===== config.mk =====
export PLATFORM = sky130hd
export DESIGN_NAME = tbhrh_host_port
export DESIGN_NICKNAME = d
export VERILOG_FILES = /design/src/core/tbhrh_pkg.sv /design/src/core/tbhrh_host_port.sv
export SDC_FILE = /design/constraint.sdc
export NUM_CORES = 1
export LEC_CHECK = 0
export BUFFER_PORTS_ARGS = -buffer_cell sky130_fd_sc_hd__buf_2
export CORE_UTILIZATION = 40
export DETAILED_ROUTE_END_ITERATION = 10
export GPL_ROUTABILITY_DRIVEN = 1
export HOLD_SLACK_MARGIN = 0.08
export PLACE_DENSITY = 0.59
export SLEW_MARGIN = 20
export SYNTH_ARGS = -nofsm -noshare
export SYNTH_HDL_FRONTEND = slang
export SYNTH_SLANG_ARGS = --single-unit
export TNS_END_PERCENT = 5

===== constraint.sdc =====
create_clock -name clk -period 3.9 [get_ports clk]
set_input_delay 0.78 -clock clk [delete_from_list [all_inputs] [get_ports clk]]
set_output_delay 0.78 -clock clk [all_outputs]
set_load 0.02 [all_outputs]

===== src/core/tbhrh_pkg.sv =====
// shared constants and types for the scan-bus host read port
package tbhrh_pkg;

  // ==========================================================================
  // host port layout
  localparam int unsigned TBHRH_DATA_W      = 8;   // host data bus width
  localparam int unsigned TBHRH_FIFO_DEPTH  = 4;   // capture buffer depth
  localparam int unsigned TBHRH_SYNC_STAGES = 2;   // pin synchroniser depth

  // one address line selects status or capture buffer
  localparam logic        TBHRH_ADDR_STATUS = 1'b0;
  localparam logic        TBHRH_ADDR_BUFFER = 1'b1;

  // ==========================================================================
  // status byte fields
  localparam int unsigned TBHRH_STAT_READY_BIT = 7;  // buffer holds a byte
  localparam int unsigned TBHRH_STAT_FULL_BIT  = 6;  // buffer is full
  localparam int unsigned TBHRH_STAT_CNT_LSB   = 0;  // fill count, low bits
  localparam int unsigned TBHRH_STAT_CNT_W     = 3;

  // ==========================================================================
  // values after reset
  localparam logic [7:0]  TBHRH_DATA_RST  = 8'h00;
  localparam logic        TBHRH_RDY_RST   = 1'b1;
  localparam logic        TBHRH_PIN_RST_N = 1'b1;  // idle level of low pins
  localparam logic [3:0]  TBHRH_SCAN_RST  = 4'h1;  // tck,tms,tdo low, trst_n high

  // ==========================================================================
  // host access sequencer
  typedef enum logic [1:0] {
    TBHRH_IDLE  = 2'b00,  // strobe high, nothing in flight
    TBHRH_STALL = 2'b01,  // buffer read waiting for a byte, ready low
    TBHRH_SHOW  = 2'b10,  // byte or status on the bus, ready high
    TBHRH_DONE  = 2'b11   // non-read access, wait for strobe release
  } tbhrh_state_t;

endpackage : tbhrh_pkg


===== src/core/tbhrh_host_port.sv =====
// capture buffer fifo and asynchronous host read port of the scan-bus core
`timescale 1ns/100ps

// ============================================================================
// small synchronous fifo, registered occupancy
module tbhrh_fifo
  import tbhrh_pkg::*;
#(
  parameter int unsigned WIDTH = TBHRH_DATA_W,
  parameter int unsigned DEPTH = TBHRH_FIFO_DEPTH
)(
  input  wire logic                     clk,        // core clock
  input  wire logic                     srst,       // sync reset, high
  input  wire logic                     ce,         // clock enable
  input  wire logic                     in_valid,   // producer has a word
  output      logic                     in_ready,   // room for a word
  input  wire logic [WIDTH-1:0]         in_data,    // word written
  output      logic                     out_valid,  // a word is waiting
  input  wire logic                     out_ready,  // consumer takes it
  output      logic [WIDTH-1:0]         out_data,   // oldest word
  output      logic [$clog2(DEPTH):0]   count       // words held
);

  localparam int unsigned PW = (DEPTH > 1) ? $clog2(DEPTH) : 1;
  localparam int unsigned CW = $clog2(DEPTH) + 1;  // count width

  logic [WIDTH-1:0]       mem_q [DEPTH];
  logic [WIDTH-1:0]       mem_d [DEPTH];
  logic [PW-1:0]          wr_q, wr_d, rd_q, rd_d;
  logic [$clog2(DEPTH):0] cnt_q, cnt_d;
  logic                   push, pop;

  // full and empty come straight from the count, so both are honest
  assign in_ready  = (cnt_q != CW'(DEPTH));
  assign out_valid = (cnt_q != '0);
  assign out_data  = mem_q[rd_q];
  assign count     = cnt_q;
  assign push      = in_valid && in_ready;
  assign pop       = out_valid && out_ready;

  // next pointers, count and storage
  always_comb
  begin
    mem_d = mem_q;
    wr_d  = wr_q;
    rd_d  = rd_q;
    cnt_d = cnt_q;
    if (push)
    begin
      mem_d[wr_q] = in_data;
      wr_d = (wr_q == PW'(DEPTH - 1)) ? '0 : wr_q + 1'b1;
    end
    if (pop)
      rd_d = (rd_q == PW'(DEPTH - 1)) ? '0 : rd_q + 1'b1;
    if (push && !pop)
      cnt_d = cnt_q + 1'b1;
    else if (pop && !push)
      cnt_d = cnt_q - 1'b1;
  end

  // registers; storage needs no reset, pointers do
  always_ff @(posedge clk)
  begin
    if (srst)
    begin
      wr_q  <= '0;
      rd_q  <= '0;
      cnt_q <= '0;
    end
    else if (ce)
    begin
      wr_q  <= wr_d;
      rd_q  <= rd_d;
      cnt_q <= cnt_d;
      mem_q <= mem_d;
    end
  end

endmodule // tbhrh_fifo

// ============================================================================
module tbhrh_host_port
  import tbhrh_pkg::*;
#(
  parameter int unsigned DATA_W = TBHRH_DATA_W,
  parameter int unsigned DEPTH  = TBHRH_FIFO_DEPTH
)(
  input  wire logic              clk,                  // core clock
  input  wire logic              srst,                 // sync reset, high
  input  wire logic              ce,                   // clock enable
  // host pins, asynchronous to clk
  input  wire logic              host_strobe_n,        // access strobe
  input  wire logic              host_read,            // 1 read, 0 write
  input  wire logic              host_addr,            // 0 status, 1 buffer
  output      logic [DATA_W-1:0] host_data_out,        // read data
  output      logic              host_data_oe_n,       // low: bus driven
  output      logic              host_ready,           // low inserts waits
  // capture stream from the scan engine, same clock
  input  wire logic              cap_valid,            // captured byte
  output      logic              cap_ready,            // buffer has room
  input  wire logic [DATA_W-1:0] cap_data,             // captured data
  output      logic              capture_buffer_ready_flag, // byte waiting
  // scan bus from the engine and to the pins
  input  wire logic              scan_output_enable_n, // pin, low enables
  input  wire logic              eng_tck,              // engine test clock
  input  wire logic              eng_tms,              // engine mode select
  input  wire logic              eng_tdo,              // engine serial out
  input  wire logic              eng_trst_n,           // engine test reset
  output      logic [3:0]        scan_out,             // tck,tms,tdo,trst_n
  output      logic              scan_oe_n             // low: scan driven
);

  // ==========================================================================
  // pin synchronisers
  localparam int unsigned SW = 4;  // strobe, read, addr, output enable

  logic [SW-1:0] sync1_q, sync1_d, sync2_q, sync2_d;
  logic          stb_prev_q, stb_prev_d;
  logic          stb_n, rd_pin, addr_pin, oe_pin_n;
  logic          stb_fall, stb_rise;

  // only the second stage is ever read by logic, so any strobe phase
  // against clk settles before the sequencer sees it
  always_comb
  begin
    sync1_d     = {host_strobe_n, host_read, host_addr, scan_output_enable_n};
    sync2_d     = sync1_q;
    stb_prev_d  = sync2_q[3];
  end

  always_ff @(posedge clk)
  begin
    if (srst)
    begin
      sync1_q     <= {TBHRH_PIN_RST_N, 2'b00, TBHRH_PIN_RST_N};
      sync2_q     <= {TBHRH_PIN_RST_N, 2'b00, TBHRH_PIN_RST_N};
      stb_prev_q  <= TBHRH_PIN_RST_N;
    end
    else if (ce)
    begin
      sync1_q     <= sync1_d;
      sync2_q     <= sync2_d;
      stb_prev_q  <= stb_prev_d;
    end
  end

  assign stb_n     = sync2_q[3];
  assign rd_pin    = sync2_q[2];
  assign addr_pin  = sync2_q[1];
  assign oe_pin_n  = sync2_q[0];
  assign stb_fall  = stb_prev_q && !stb_n;
  assign stb_rise  = !stb_prev_q && stb_n;

  // ==========================================================================
  // capture buffer
  logic                   buf_valid, buf_pop;
  logic [DATA_W-1:0]      buf_data;
  logic [$clog2(DEPTH):0] buf_count;

  // engine stalls on cap_ready low when the host falls behind
  tbhrh_fifo #(
    .WIDTH (DATA_W),
    .DEPTH (DEPTH)
  ) u_buf (
    .clk       (clk),
    .srst      (srst),
    .ce        (ce),
    .in_valid  (cap_valid),
    .in_ready  (cap_ready),
    .in_data   (cap_data),
    .out_valid (buf_valid),
    .out_ready (buf_pop),
    .out_data  (buf_data),
    .count     (buf_count)
  );

  // flag follows the buffer, so a pop that empties it clears the flag
  assign capture_buffer_ready_flag = buf_valid;

  // ==========================================================================
  // status byte
  logic [DATA_W-1:0] status_byte;

  always_comb
  begin
    status_byte = '0;
    status_byte[TBHRH_STAT_READY_BIT] = buf_valid;
    status_byte[TBHRH_STAT_FULL_BIT]  = !cap_ready;
    status_byte[TBHRH_STAT_CNT_LSB +: TBHRH_STAT_CNT_W] =
      TBHRH_STAT_CNT_W'(buf_count);
  end

  // ==========================================================================
  // host access sequencer
  tbhrh_state_t      st_q, st_d;
  logic [DATA_W-1:0] dat_q, dat_d;
  logic              rdy_q, rdy_d;
  logic              oe_n_q, oe_n_d;
  logic              is_buf_q, is_buf_d;

  // a stalled read that the host abandons returns to idle without a pop;
  // the host is expected to wait for ready instead this only keeps
  // a misbehaving host from locking the port
  always_comb
  begin
    st_d     = st_q;
    dat_d    = dat_q;
    rdy_d    = rdy_q;
    oe_n_d   = oe_n_q;
    is_buf_d = is_buf_q;
    buf_pop  = 1'b0;
    case (st_q)
      TBHRH_IDLE:
      begin
        if (stb_fall)
        begin
          if (!rd_pin)
            st_d = TBHRH_DONE;            // writes are not this port's job
          else if (addr_pin == TBHRH_ADDR_STATUS)
          begin
            dat_d    = status_byte;
            oe_n_d   = 1'b0;
            is_buf_d = 1'b0;
            st_d     = TBHRH_SHOW;
          end
          else if (buf_valid)
          begin
            dat_d    = buf_data;
            oe_n_d   = 1'b0;
            is_buf_d = 1'b1;
            st_d     = TBHRH_SHOW;
          end
          else
          begin
            rdy_d    = 1'b0;
            oe_n_d   = 1'b0;
            is_buf_d = 1'b1;
            st_d     = TBHRH_STALL;
          end
        end
      end
      TBHRH_STALL:
      begin
        if (stb_rise)
        begin
          rdy_d  = TBHRH_RDY_RST;
          oe_n_d = 1'b1;
          st_d   = TBHRH_IDLE;
        end
        else if (buf_valid)
        begin
          rdy_d = 1'b1;
          dat_d = buf_data;
          st_d  = TBHRH_SHOW;
        end
      end
      TBHRH_SHOW:
      begin
        // byte is consumed only when the host ends the access
        if (stb_rise)
        begin
          buf_pop = is_buf_q;
          oe_n_d  = 1'b1;
          st_d    = TBHRH_IDLE;
        end
      end
      TBHRH_DONE:
      begin
        if (stb_rise)
          st_d = TBHRH_IDLE;
      end
      default:
      begin
        st_d   = TBHRH_IDLE;
        rdy_d  = TBHRH_RDY_RST;
        oe_n_d = 1'b1;
      end
    endcase
  end

  always_ff @(posedge clk)
  begin
    if (srst)
    begin
      st_q     <= TBHRH_IDLE;
      dat_q    <= TBHRH_DATA_RST;
      rdy_q    <= TBHRH_RDY_RST;
      oe_n_q   <= 1'b1;
      is_buf_q <= 1'b0;
    end
    else if (ce)
    begin
      st_q     <= st_d;
      dat_q    <= dat_d;
      rdy_q    <= rdy_d;
      oe_n_q   <= oe_n_d;
      is_buf_q <= is_buf_d;
    end
  end

  // ready and data change on the same edge, never ready before the byte
  assign host_data_out  = dat_q;
  assign host_ready     = rdy_q;
  assign host_data_oe_n = oe_n_q;

  // ==========================================================================
  // scan output gating
  logic [3:0] scan_q, scan_d;
  logic       soe_n_q, soe_n_d;

  // engine levels are registered so pins change on clk; enable is low active
  always_comb
  begin
    scan_d  = {eng_tck, eng_tms, eng_tdo, eng_trst_n};
    soe_n_d = oe_pin_n;
  end

  always_ff @(posedge clk)
  begin
    if (srst)
    begin
      scan_q  <= TBHRH_SCAN_RST;
      soe_n_q <= 1'b1;
    end
    else if (ce)
    begin
      scan_q  <= scan_d;
      soe_n_q <= soe_n_d;
    end
  end

  assign scan_out  = scan_q;
  assign scan_oe_n = soe_n_q;

endmodule // tbhrh_host_port


==> metrics <==
CP required=3120 ps; post-detail-place hpwl=3.74 mm; CTS tree=yes; post-CTS setup buffers=0; DRC viols=0; Flop pwr share=0.491; synthesized area=2930 um^2; CTS sink cnt=66; Mapped Nets=262; Post-synth EDFFs=32; CTS max path bufs=2; clk slew on worst S/H paths=80 ps; number of global-route vias before repair=1792; Layout Skew=12.1 ps; Clock Tree Root=clkbuf_8; most common cell after layout, fill and taps aside=buf_2; syn avg cell area=12.8 um^2; IO Pins=37; Distinct cells, synth=47; RePlAce Congestion=0.756; first-pass GRT wire length=8.81 mm; WHS=467 ps; FF+latch count, synth=66; clock share of power=0.386; Worst VDD drop=0.000262 V; Post-Synthesis Cells=230; switching power=0.000433 W; DP Worst Slack=1480 ps; Multi-input gate area=1190 um^2; latest clock arrival within the worst-skew pair=340 ps; DRT iter0 DRCs=69; hold buffers post-CTS=0; Worst EP arrival=1460 ps; Primary FF master, synth=dfxtp_1; Finished Layout Cells=368; RSZ-0062 raised after global routing=no; Final Cycle Share=0.574; commonest non-fill, non-tap cells in the layout=buf_2 (36), dfxtp_1 (34), edfxtp_1 (32); Nets=299; status=completed; worst-margin pin slew=632 ps; initial antenna violation count=0; total gr overflow=0; Die Width=87.6 um; Setup crit end kind=output port; combinational group share of total power=0.123; relative slew slack=0.579; post-route design area=3380 um^2; layout cell share with drive strength beyond 1=0.268; Internal Power=0.00113 W; ys async rst share=0; Placed Area=3180 um^2; TritonCTS Buffers=9; Area Growth Syn to Fin=15.3%; Final WS setup=1660 ps; Post-DRT Antenna Nets=0; Final Setup Violations=0; HP Class=reg -> reg; Pre-Repair DR Iteration Count=4; largest net degree at the start of global routing=29; peak fanout along the critical path=8; per-cell routed wire length=14.5 um; die height=87.6 um; Peak Freq=446 MHz; CP Launch Type=flip-flop; via/cell ratio=4.96; Total Neg Setup Slack=0 ps; Seq/Total Area, Yosys=0.559; Leak Pwr=1.27 nW; Starting Density=0.423; drt total wl=5.34 mm; max-cap violation count=0; die area=7680 um^2; core area=6940 um^2; PwrDens=463 nW/um^2; Placed Instances=352; crit path kind=reg -> out; H-tree depth=3; Hold Fails Final Rpt=0; gr usage total=0.157; Cell Rows=30; Switching Share=0.277; min Tclk post-route=2240 ps; FILL cells=627; Synth warnings=0; area occupied by registers=1640 um^2; diodes inserted=0; Vias=1826; Max Slew Vio Count=0; post-CTS sizing=0; Port Buf Inserts=36
cells in the mapped netlist, drive strengths merged, types with 2 or more instances:
library cell / count / area, um^2
a2111oi: 3 / 45.0
a211oi: 2 / 15.0
a21oi: 2 / 10.0
and3: 5 / 37.5
buf: 5 / 38.8
clkbuf: 5 / 20.0
dfxtp: 34 / 681
edfxtp: 32 / 961
ha: 11 / 138
inv: 11 / 41.3
mux2i: 21 / 210
mux4: 8 / 180
nand2: 15 / 56.3
nand2b: 3 / 18.8
nand3: 9 / 45.0
nor2: 25 / 93.8
nor2b: 5 / 31.3
nor3: 6 / 41.3
nor3b: 2 / 15.0
o211ai: 2 / 28.8
o21ai: 4 / 20.0
o2bb2ai: 3 / 26.3
xnor2: 2 / 17.5
path summary, 6_finish.rpt:
check / start / end / slack (ps) / depth (start not counted)
hold / removal: is_buf_q$_SDFFE_PP0P_ / is_buf_q$_SDFFE_PP0P_ / 470 / 2
setup reg to reg: u_buf.count[0]$_SDFFE_PP0P_ / u_buf.count[2]$_SDFFE_PP0P_ / 1780 / 9
setup / recovery: u_buf.count[0]$_SDFFE_PP0P_ / capture_buffer_ready_flag / 1660 / 3
hold reg to reg: is_buf_q$_SDFFE_PP0P_ / is_buf_q$_SDFFE_PP0P_ / 470 / 2
layout make-up:
cell class	instances	share of cell area
Clock inverter	7	0.0244
Multi-Input combinational cell	143	0.353
Tap cell	96	0.0355
Inverter	11	0.0122
Timing Repair Buffer	36	0.0533
Sequential cell	66	0.485
Clock buffer	9	0.0366
critical path, cell delays in order (launching register included):
cell and delay, ps:
dfxtp_1 410, nor3_4 370, inv_2 150, buf_2 190
power by group through the flow:
stage / registers (W) / clock network [W] / logic, W
final: 0.000769 / 0.000603 / 0.000193
after global routing: 0.000773 / 0.000646 / 0.000215
after CTS: 0.000769 / 0.000615 / 0.000194
after detailed placement: 0.000785 / 0 / 0.000192
after global placement: 0.000785 / 0 / 0.000192
after floorplan: 0.000785 / 0 / 0.000140
metrics by stage:
stage | utilization | power (W)
after global placement | 0.457 | 0.000976
after global routing | 0.487 | 0.00163
after detailed placement | 0.457 | 0.000977
after floorplan | - | 0.000925
after CTS | 0.487 | 0.00158
final | 0.487 | 0.00157
metal layers:
layer | share of wire | track usage | up-vias
met5 | 0 | 0 | -
met2 | 0.45 | 0.245 | 51
met4 | 0.0099 | 0.0656 | 0
met3 | 0.049 | 0.0452 | 5
li1 | - | - | 909
met1 | 0.49 | 0.205 | 861
logic make-up after synthesis:
logic type      synth area share
buf+inv                   0.0341
compound gates            0.0725
flops                      0.559
simple gates               0.138
mux                        0.133
fa+ha+maj                 0.0537
xor+xnor                 0.00896
flip-flops by register name, summed over array words and instances (netlist names), 2 cells and up:
name,count
u_buf.count,3
u_buf.mem_q,32
st_q,2
u_buf.rd_q,2
sync2_q,4
scan_out,4
u_buf.wr_q,2
sync1_q,4
host_data_out,8
Power figures use the tool's default switching activity.
